<file path="config.mk">
export PLATFORM = sky130hd
export DESIGN_NAME = slsb_bank
export DESIGN_NICKNAME = d
export VERILOG_FILES = /design/src/slsb_pkg.sv /design/src/slsb_flag_sync.sv /design/src/slsb_bank.sv
export SDC_FILE = /design/constraint.sdc
export NUM_CORES = 1
export LEC_CHECK = 0
export BUFFER_PORTS_ARGS = -buffer_cell sky130_fd_sc_hd__buf_2
export CAP_MARGIN = 30
export CORE_MARGIN = 2
export CORE_UTILIZATION = 57
export CTS_CLUSTER_DIAMETER = 60
export DETAILED_ROUTE_END_ITERATION = 10
export GPL_TIMING_DRIVEN = 0
export PLACE_DENSITY = 0.93
export SLEW_MARGIN = 20
export SYNTH_ARGS = -nofsm -noshare
export SYNTH_HDL_FRONTEND = slang
export SYNTH_HIERARCHICAL = 1
export SYNTH_SLANG_ARGS = --single-unit
export TNS_END_PERCENT = 1
</file>
<file path="constraint.sdc">
create_clock -name clk_i -period 2.6 [get_ports clk_i]
set_input_delay 0.13 -clock clk_i [delete_from_list [all_inputs] [get_ports clk_i]]
set_output_delay 0.13 -clock clk_i [all_outputs]
set_load 0.01 [all_outputs]
</file>
<file path="src/slsb_pkg.sv">
// shared constants and types of the serial link lane status bank
// assumes a classic wishbone register bus with 32-bit data and byte addresses
package slsb_pkg;

  localparam int LANES = 8;
  localparam int LINKS = 2;
  localparam int PAGE_W = 1;

  // register indices; the byte address is four times the index
  localparam logic [11:0] IDX_LINK_PAGE = 12'h300;
  localparam logic [11:0] IDX_CODEGROUP = 12'h470;
  localparam logic [11:0] IDX_FRAMING = 12'h471;
  localparam logic [11:0] IDX_SUM_OK = 12'h472;
  localparam logic [11:0] IDX_EVT_STATUS = 12'h474;
  localparam logic [11:0] IDX_EVT_MASK = 12'h475;

  // event bit positions in the status and mask registers
  localparam int EVT_CODEGROUP_LOST = 0;
  localparam int EVT_FRAMING_LOST = 1;
  localparam int EVT_SUM_BAD = 2;
  localparam int EVT_W = 3;

  localparam logic [7:0] FLAGS_RESET = 8'h00;
  localparam logic [PAGE_W-1:0] PAGE_RESET = 1'h0;
  localparam logic [EVT_W-1:0] EVT_RESET = 3'h0;

  // one link's worth of lane flags, bit n for lane n
  typedef struct packed {
    logic [LANES-1:0] codegroup_lock;
    logic [LANES-1:0] framing_lock;
    logic [LANES-1:0] sum_ok;
  } slsb_lane_flags_s;

  localparam int FLAGS_W = 3 * LANES;

endpackage

</file>
<file path="src/slsb_flag_sync.sv">
// two-stage synchroniser per flag bit with a loss pulse
// assumes flags are levels from logic outside the register clock domain
`timescale 1ns/1ps
module slsb_flag_sync #(
  parameter int W = 8
) (
  input wire logic clk_i,
  input wire logic rst_i,
  input wire logic [W-1:0] flag_i,
  output logic [W-1:0] level_o,
  output logic [W-1:0] fall_o
);

  logic [W-1:0] meta_reg;
  logic [W-1:0] level_reg;
  logic [W-1:0] fall_reg;
  logic [W-1:0] prev_reg;

  genvar b;
  generate
    for (b = 0; b < W; b++)
    begin : g_bit
      // only the second stage reads the first; the edge detector compares stage two with its own delay
      always_ff @(posedge clk_i)
      begin
        if (rst_i)
        begin
          meta_reg[b] <= 1'b0;
          level_reg[b] <= 1'b0;
          fall_reg[b] <= 1'b0;
          prev_reg[b] <= 1'b0;
        end
        else
        begin
          meta_reg[b] <= flag_i[b];
          level_reg[b] <= meta_reg[b];
          prev_reg[b] <= level_reg[b];
          fall_reg[b] <= prev_reg[b] & ~level_reg[b];
        end
      end
    end
  endgenerate

  assign level_o = level_reg;
  assign fall_o = fall_reg;

endmodule

</file>
<file path="src/slsb_bank.sv">
// lane status bank: paged per-link lane flags behind a wishbone slave
// assumes receiver flags arrive as levels from another domain and are synchronised here
//
// Overview of operation
// Lanes 0 to 5 each have a read-only code group lock flag at the bit equal to the lane number, 1 locked, 0 lost, 0 after reset.
// The framing lock register holds one read-only bit per lane, bit n for lane n, 1 locked and 0 lost.
// The checksum register holds one read-only bit per lane, bit n for lane n, 1 when the checksum is correct and 0 otherwise.
// All lane flags shown are those of the link chosen by the link page control at index 0x300.
// Framing and checksum bits reset to 0 until the lane's receiver updates them.
// The code group lock register sits at index 0x470 and carries lanes 7 and 6 too, with the same encoding.
// Each link keeps its own copy of every lane flag and a read returns the copy of the paged link.
//
// Chosen here: register access over Wishbone.
`timescale 1ns/1ps
module slsb_bank (
  input wire logic clk_i,
  input wire logic rst_i,
  input wire logic cyc_i,
  input wire logic stb_i,
  input wire logic we_i,
  input wire logic [31:0] adr_i,
  input wire logic [3:0] sel_i,
  input wire logic [31:0] dat_i,
  output logic [31:0] dat_o,
  output logic ack_o,
  output logic irq_o,
  input wire slsb_pkg::slsb_lane_flags_s [slsb_pkg::LINKS-1:0] lane_flags_i
);

  localparam int FW = slsb_pkg::FLAGS_W;
  localparam int ALLW = slsb_pkg::LINKS * FW;

  ////////////////////////////////////////////////////////////////////////////
  // per-link flag copies

  logic [ALLW-1:0] flags_level;
  logic [ALLW-1:0] flags_fall;
  slsb_pkg::slsb_lane_flags_s [slsb_pkg::LINKS-1:0] link_flags;
  slsb_pkg::slsb_lane_flags_s [slsb_pkg::LINKS-1:0] link_falls;

  // each link's flags are kept separately, reset to zero
  slsb_flag_sync #(
    .W(ALLW)
  ) u_sync (
    .clk_i(clk_i),
    .rst_i(rst_i),
    .flag_i(lane_flags_i),
    .level_o(flags_level),
    .fall_o(flags_fall)
  );

  assign link_flags = flags_level;
  assign link_falls = flags_fall;

  ////////////////////////////////////////////////////////////////////////////
  // bus decode

  logic ack_reg;
  logic [31:0] dat_reg;
  logic [slsb_pkg::PAGE_W-1:0] page_reg;
  logic [slsb_pkg::EVT_W-1:0] evt_reg;
  logic [slsb_pkg::EVT_W-1:0] evt_next;
  logic [slsb_pkg::EVT_W-1:0] mask_reg;
  logic irq_reg;

  wire req = cyc_i & stb_i & ~ack_reg;
  wire wr = req & we_i & sel_i[0];
  wire [11:0] idx = adr_i[13:2];
  wire aligned = (adr_i[31:14] == 18'h0) && (adr_i[1:0] == 2'h0);
  wire hit_page = aligned && (idx == slsb_pkg::IDX_LINK_PAGE);
  wire hit_cg = aligned && (idx == slsb_pkg::IDX_CODEGROUP);
  wire hit_fr = aligned && (idx == slsb_pkg::IDX_FRAMING);
  wire hit_sum = aligned && (idx == slsb_pkg::IDX_SUM_OK);
  wire hit_evt = aligned && (idx == slsb_pkg::IDX_EVT_STATUS);
  wire hit_mask = aligned && (idx == slsb_pkg::IDX_EVT_MASK);

  // the paged link's copy is the only one visible
  slsb_pkg::slsb_lane_flags_s paged;
  assign paged = link_flags[page_reg];

  // lanes 7..0 at bits 7..0 of each flag register
  // each register's word is formed on its own; upper bits always read zero
  wire [31:0] word_page = {{(32 - slsb_pkg::PAGE_W){1'b0}}, page_reg};
  wire [31:0] word_cg = {24'h0, paged.codegroup_lock};
  wire [31:0] word_fr = {24'h0, paged.framing_lock};
  wire [31:0] word_sum = {24'h0, paged.sum_ok};
  wire [31:0] word_evt = {29'h0, evt_reg};
  wire [31:0] word_mask = {29'h0, mask_reg};

  // unmapped or misaligned reads fall through to zero
  wire [31:0] rd_data =
    hit_page ? word_page :
    hit_cg ? word_cg :
    hit_fr ? word_fr :
    hit_sum ? word_sum :
    hit_evt ? word_evt :
    hit_mask ? word_mask :
    32'h0;

  ////////////////////////////////////////////////////////////////////////////
  // loss events from any lane of any link

  logic [slsb_pkg::EVT_W-1:0] evt_raw;
  logic [slsb_pkg::LINKS-1:0] cg_lost;
  logic [slsb_pkg::LINKS-1:0] fr_lost;
  logic [slsb_pkg::LINKS-1:0] sum_bad;

  genvar k;
  generate
    for (k = 0; k < slsb_pkg::LINKS; k++)
    begin : g_link
      assign cg_lost[k] = |link_falls[k].codegroup_lock;
      assign fr_lost[k] = |link_falls[k].framing_lock;
      assign sum_bad[k] = |link_falls[k].sum_ok;
    end
  endgenerate

  assign evt_raw = {|sum_bad, |fr_lost, |cg_lost};

  // write-one-to-clear; a new event in the same cycle wins over the clear
  wire [slsb_pkg::EVT_W-1:0] evt_clr = (wr && hit_evt) ? dat_i[slsb_pkg::EVT_W-1:0] : slsb_pkg::EVT_RESET;

  genvar e;
  generate
    for (e = 0; e < slsb_pkg::EVT_W; e++)
    begin : g_evt
      // set term last so a loss in the clear cycle is never dropped
      assign evt_next[e] = (evt_reg[e] & ~evt_clr[e]) | evt_raw[e];
    end
  endgenerate

  ////////////////////////////////////////////////////////////////////////////
  // registers

  wire wr_page = wr && hit_page;
  wire wr_mask = wr && hit_mask;
  wire [31:0] rd_next = req ? rd_data : 32'h0;
  wire irq_next = |(evt_next & mask_reg);

  // ack falls the cycle after it rises, so a held request is only taken again then
  always_ff @(posedge clk_i)
  begin
    if (rst_i)
    begin
      ack_reg <= 1'b0;
    end
    else
    begin
      ack_reg <= req;
    end
  end

  // read data stands only in the ack cycle and is zero otherwise
  always_ff @(posedge clk_i)
  begin
    if (rst_i)
    begin
      dat_reg <= 32'h0;
    end
    else
    begin
      dat_reg <= rd_next;
    end
  end

  // link page select
  always_ff @(posedge clk_i)
  begin
    if (rst_i)
    begin
      page_reg <= slsb_pkg::PAGE_RESET;
    end
    else if (wr_page)
    begin
      page_reg <= dat_i[slsb_pkg::PAGE_W-1:0];
    end
  end

  // event mask, 1 lets the event through to the interrupt
  always_ff @(posedge clk_i)
  begin
    if (rst_i)
    begin
      mask_reg <= slsb_pkg::EVT_RESET;
    end
    else if (wr_mask)
    begin
      mask_reg <= dat_i[slsb_pkg::EVT_W-1:0];
    end
  end

  // sticky loss events
  always_ff @(posedge clk_i)
  begin
    if (rst_i)
    begin
      evt_reg <= slsb_pkg::EVT_RESET;
    end
    else
    begin
      evt_reg <= evt_next;
    end
  end

  // level interrupt; built from the next status so it lags the event by one cycle only
  always_ff @(posedge clk_i)
  begin
    if (rst_i)
    begin
      irq_reg <= 1'b0;
    end
    else
    begin
      irq_reg <= irq_next;
    end
  end

  assign ack_o = ack_reg;
  assign dat_o = dat_reg;
  assign irq_o = irq_reg;

endmodule

</file>
==> flow_summary_export.csv, run 1 <==
group,metric,value,unit
yosys,synth_edf_count,0,
clock_tree,htree_levels,1,
sta,fmax,466,MHz
placement,dp_hpwl,9770,um
routing,routedWlPerCell,18.1,um
placement,gp_congestion,0.857,
finish,layout-drive-gt1-share,31.3,%
setup_path,crit_start,"page_reg",
global_route,grt_max_degree,16,
finish,nNetsFinal,880,
global_route,grt_pass1_wl,25000,um
setup_path,timing_worst_setup_path_type,"reg -> reg",
yosys,yosysWarnings,6,
power,power_leakage,3.71,nW
clock_tree,cts_max_path_buffers,3,
routing,drt_iter0_markers,289,
clock_tree,cts_root_buffer,"clkbuf_16",
sta,slew_headroom,45.9,%
sta,max_slew.worst_pin.slew,0.803,ns
hold_path,hold_path_class,"in -> reg",
routing,drt_pass1_iterations,5,
power,total_power,6.72,mW
flow_run,cap_violations,0,
placement,port_buffers,97,
power,ir_worst_vdd,0.000407,V
setup_path,end_kind,"flip-flop",
setup_path,crit_arrival,2.46,ns
yosys,syn_inst,565,
floorplanning,initial_core_util,58.2,%
sta,finalMaxSlewViolations,0,
sta,hold_violations,0,
global_route,grt.overflow.total,0,
yosys,yosys-top-cells-area,"dfxtp_1 60%, nor2b_1 13%, nor3b_2 8.6%, buf_4 3.1%, mux4_2 2.3%",
sta,rsz0062_at_grt,"no",
setup_path,startpoint_type,"flip-flop",
sta,timing.final.crit_period,2.15,ns
routing,drtAntennaViolNets,0,
clock_tree,clk_latency,0.48,ns
routing,vias_per_cell,5.11,
setup_path,crit_fanout,10,
floorplanning,die-area,13100,um^2
yosys,async_reset_ff_share,0,%
routing,vias,4702,
finish,layout_commonest_cell,"dfxtp_1",
yosys,synth_seq_area_share,60.1,%
clock_tree,numCtsBuffers,20,
finish,syn2layout_area_growth,28.0,%
global_route,grt_pass1_vias,4772,
sta,fin_skew,0.0125,ns
clock_tree,clock-sinks,209,
setup_path,critical_path_required,2.91,ns
sta,setup_tns,0,ns
routing,drt-total-wl,16600,um
sta,fin_crit_sh,82.6,%
clock_tree,clkTransAtPathRegs,0.07,ns
global_route,grt_usage,25.1,%
power,p_per_area,754,nW/um^2
floorplanning,io_pins,155,
setup_path,r2r_start,"page_reg",
floorplanning,die_x,115,um
global_route,antenna_found_initial,0,
run_status,status,"finished clean",
finish,final_cell_mix,"209 x dfxtp_1, 146 x nor2b_1, 113 x buf_2",
floorplanning,die_h,115,um
yosys,ys_types,40,
finish,fillCellCount,696,
routing,remaining_drc_errors,0,
yosys,ys_ff_latch,209,
finish,antennaDiodeCount,0,
yosys,syn_area_per_cell,12.3,um^2
floorplanning,core_area,12000,um^2
yosys,synth_ff_type,"dfxtp_1",
floorplanning,rows,40,
clock_tree,cts_tree,"done",
sta,setup_viol,0,
yosys,yosys.area.top_type,"dfxtp_1",
yosys,netlist.area_leader.share,60.1,%
hold_path,min_from,"rst_i",
yosys,synth_area,6960,um^2
## metrics by stage
| stage | utilization [%] | instances | hold slack (ns) | worst slack, ns | area [um^2] |
|---|---|---|---|---|---|
| after floorplan | - | 588 | 0.230 | 1.01 | 7050 |
| after global placement | 64.5 | 832 | 0.338 | 0.706 | 7720 |
| after detailed placement | 64.5 | 832 | 0.343 | 0.679 | 7720 |
| after CTS | 74.5 | 920 | 0.0172 | 0.577 | 8910 |
| after global routing | 74.5 | 920 | 0.0421 | 0.395 | 8910 |
| final | 74.5 | 920 | 0.0268 | 0.453 | 8910 |
## where the power goes
group	leakage (nW)	switching, mW	internal (mW)
Clock	0.334	1.17	1.77
Sequential	1.71	0.0605	3.31
Combinational	1.67	0.192	0.226
## area by class of cell
cell class / count / area (um^2) / area share (%)
buffer: 49 / 313 / 3.51
multi-input combinational: 325 / 2530 / 28.4
inverter: 5 / 18.8 / 0.211
timing repair buffer: 149 / 1010 / 11.3
clock inverter: 7 / 88.8 / 0.997
tap: 147 / 184 / 2.06
clock buffer: 29 / 586 / 6.57
sequential: 209 / 4180 / 46.9
## repair_timing
item	CTS	global route
endpoints found under the hold margin	55	0
resized for setup	0	0
hold buffers	52	0
setup buffers	0	0
## routing by layer
metal / vias to the layer above / global-route usage (%) / part of all wire [%] / wire, um
li1: 2231 / - / - / -
met1: 2206 / 28.4 / 38 / 6300
met2: 217 / 44.4 / 50 / 8380
met3: 48 / 4.39 / 6.4 / 1060
met4: 0 / 14.1 / 5.2 / 869
met5: - / 0 / 0 / 0
## critical path: stages, from the launching register on
cell      delay [ns]
dfxtp_1         0.30
buf_2           0.33
clkbuf_1        0.57
mux2_2          0.41
a22oi_1         0.22
nor2_1          0.13
## cell families (layout without fill, tap and decap cells)
group           count (synthesis)  in the layout  share of synthesized area (%)
flops                         209            209                           60.1
compound gates                 21             21                           2.39
other cells                     1             24                         0.0539
buf+inv                        54            239                           4.76
simple gates                  257            257                           28.1
mux                            23             23                           4.65
## cell usage after synthesis (all sizes together), types with 2 or more instances
library cell    n
a211oi          2
a311oi          2
clkbuf          4
nor2           18
nor3            3
nand4           6
nand4b          2
o21ai           2
mux4            7
inv             5
buf            45
mux2i          11
a21oi           2
nor4           21
nand2           5
dfxtp         209
nor2b         146
mux2            5
o221a           3
nor3b          48
a22oi           5
## worst paths after layout
check / slack, ns / to / cells after the start
setup / recovery: 0.45 / dat_o[4] / 5
hold / removal: 0.03 / mask_reg[1] / 2
setup reg to reg: 0.45 / dat_o[4] / 5
hold reg to reg: 0.43 / u_sync/level_o[13] / 1
Note: power is estimated with default switching activity, not from simulation.
==> run 2, diff against run 1 <==
--- a/config.mk
+++ b/config.mk
@@ -8,11 +8,11 @@
 export BUFFER_PORTS_ARGS = -buffer_cell sky130_fd_sc_hd__buf_2
 export CAP_MARGIN = 30
 export CORE_MARGIN = 2
-export CORE_UTILIZATION = 57
+export CORE_UTILIZATION = 53
 export CTS_CLUSTER_DIAMETER = 60
 export DETAILED_ROUTE_END_ITERATION = 10
 export GPL_TIMING_DRIVEN = 0
-export PLACE_DENSITY = 0.93
+export PLACE_DENSITY = 0.88
 export SLEW_MARGIN = 20
 export SYNTH_ARGS = -nofsm -noshare
 export SYNTH_HDL_FRONTEND = slang
==> constraint.sdc (replaced) <==
create_clock -name clk_i -period 2.02 [get_ports clk_i]
set_input_delay 0.101 -clock clk_i [delete_from_list [all_inputs] [get_ports clk_i]]
set_output_delay 0.101 -clock clk_i [all_outputs]
set_load 0.01 [all_outputs]
==> flow_summary_export.csv, run 2 (same netlist as run 1, synthesis figures left out) <==
group,metric,value,unit
run_status,status,"finished clean",
setup_path,path_cells,"buf_2 -> mux4_2 -> a22oi_1 -> nor2_1",
setup_path,r2r_setup_slack,0.12,ns
setup_path,slowest_delay,0.61,ns
sta,fmax,527,MHz
global_route,grt.overflow.total,0,
finish,final_cell_mix,"209 x dfxtp_1, 146 x nor2b_1, 113 x buf_2",
power,p_per_area,943,nW/um^2
routing,wl_met1,6000,um
hold_path,whs_path_depth,2,
routing,vias,4506,
sta,fin_skew,0.0113,ns
routing,met3WireLength,911,um
global_route,grt_pass1_vias,4656,
routing,dr_wl_met2,7610,um
sta,hold_violations,0,
setup_path,crit_path_top_delay_cell,"mux4_2",
finish,syn2layout_area_growth,27.8,%
global_route,grt_pass1_wl,23100,um
floorplanning,die_x,119,um
clock_tree,cts_tree,"done",
hold_path,hold_path_end,"u_sync/meta_reg[45]",
clock_tree,htree_levels,1,
hold_path,hold_path_class,"in -> reg",
placement,dp_hpwl,9620,um
flow_run,cap_violations,0,
floorplanning,rows,41,
floorplanning,die_h,119,um
sta,timing.final.crit_period,1.90,ns
sta,slew_headroom,47.1,%
sta,max_slew.worst_pin.slew,0.788,ns
sta,rsz0062_at_grt,"no",
sta,hold_slack,0.0712,ns
hold_path,min_from,"rst_i",
routing,drtAntennaViolNets,0,
floorplanning,core_area,12700,um^2
setup_path,timing_worst_setup_path_type,"reg -> reg",
setup_path,critical_path_required,2.35,ns
routing,drt_iter0_markers,264,
routing,drt_pass1_iterations,4,
power,ir_worst_vdd,0.000524,V
finish,layout-drive-gt1-share,31.1,%
sta,setup_viol,0,
finish,layout_commonest_cell,"dfxtp_1",
placement,port_buffers,97,
setup_path,end_kind,"flip-flop",
power,power_leakage,3.69,nW
clock_tree,clkTransAtPathRegs,0.06,ns
setup_path,crit_arrival,2.23,ns
placement,gp_congestion,0.834,
clock_tree,cts_resized,0,
setup_path,regToRegEndpoint,"dat_o[5]",
sta,fin_crit_sh,93.9,%
clock_tree,clk_latency,0.48,ns
sta,finalMaxSlewViolations,0,
sta,layout_setup_ws,0.123,ns
global_route,antenna_found_initial,0,
routing,remaining_drc_errors,0,
floorplanning,initial_core_util,54.7,%
setup_path,crit_fanout,19,
routing,dr.max_layer_used,"met4",
finish,antennaDiodeCount,0,
clock_tree,cts_root_buffer,"clkbuf_16",
setup_path,reg2reg_depth,4,
clock_tree,cts_max_path_buffers,3,
clock_tree,clock-sinks,209,
global_route,grt_max_degree,20,
routing,drt-total-wl,14800,um
setup_path,r2r_start,"page_reg",
floorplanning,io_pins,155,
global_route,grt_usage,20.8,%
floorplanning,die-area,14100,um^2
setup_path,startpoint_type,"flip-flop",
placement,pre_cts_ws,-0.00497,ns
routing,vias_per_cell,4.78,
clock_tree,numCtsBuffers,20,
finish,nNetsFinal,880,
routing,routedWlPerCell,15.7,um
[run 2: cell count changes in the layout (fill, tap and decap cells not counted)]
cell | before | now
bufinv_16 | 2 | 0
clkbuf_1 | 9 | 8
clkbuf_8 | 3 | 4
clkinv_2 | 4 | 3
clkinv_4 | 1 | 0
dlygate4sd3_1 | 52 | 53
inv_6 | 0 | 1
[run 2: area by class of cell]
cell class                 count  area [um^2]
tap                          172          215
fill                         886         3820
inverter                       5         18.8
clock buffer                  30          599
sequential                   209         4180
multi-input combinational    325         2530
clock inverter                 4         23.8
timing repair buffer         150         1020
buffer                        48          309
[run 2: what timing repair did]
| action | in CTS | in global routing |
|---|---|---|
| hold buffers | 53 | 0 |
| buffers inserted | 0 | 0 |
| endpoints found under the setup margin | 3 | 0 |
| endpoints found under the hold margin | 58 | 0 |
[run 2: worst max path at each step]
stage          slack, ns     start       end
2_1_floorplan       0.43  page_reg  dat_o[5]
3_3_place_gp         0.1  page_reg  dat_o[5]
3_5_place_dp      -0.005  adr_i[0]  dat_o[7]
4_1_cts             0.11  page_reg  dat_o[5]
5_1_grt             0.02  page_reg  dat_o[5]
6_report            0.12  page_reg  dat_o[5]
[run 2: per-stage QoR]
step / instances / util, % / total power [mW] / setup TNS, ns / cell area, um^2
3_5_place_dp: 857 / 60.9 / 4.86 / -0.00885 / 7750
3_3_place_gp: 857 / 60.9 / 4.83 / 0 / 7750
4_1_cts: 943 / 70.0 / 8.40 / 0 / 8900
2_1_floorplan: 588 / - / 4.68 / 0 / 7050
5_1_grt: 943 / 70.0 / 8.65 / 0 / 8900
6_report: 943 / 70.0 / 8.39 / 0 / 8900
[run 2: layer usage]
metal  vias to the layer above  GRT usage, %
met3                        25          3.72
met4                         0          7.66
li1                       2228             -
met2                       157          37.7
met5                         -             0
met1                      2096          24.5
[run 2: critical path, delay by kind of cell, from the launching register on]
kind	cells	cell delay (ns)
and+or+nand+nor	1	0.08
AOI/OAI and AO/OA	1	0.27
DFF	1	0.30
muxes	1	0.61
buffers and inverters	1	0.47
[run 2: report_power, final]
group / leakage (nW) / internal, mW / switching, mW
Clock: 0.310 / 2.05 / 1.48
Combinational: 1.67 / 0.292 / 0.239
Sequential: 1.71 / 4.26 / 0.0711
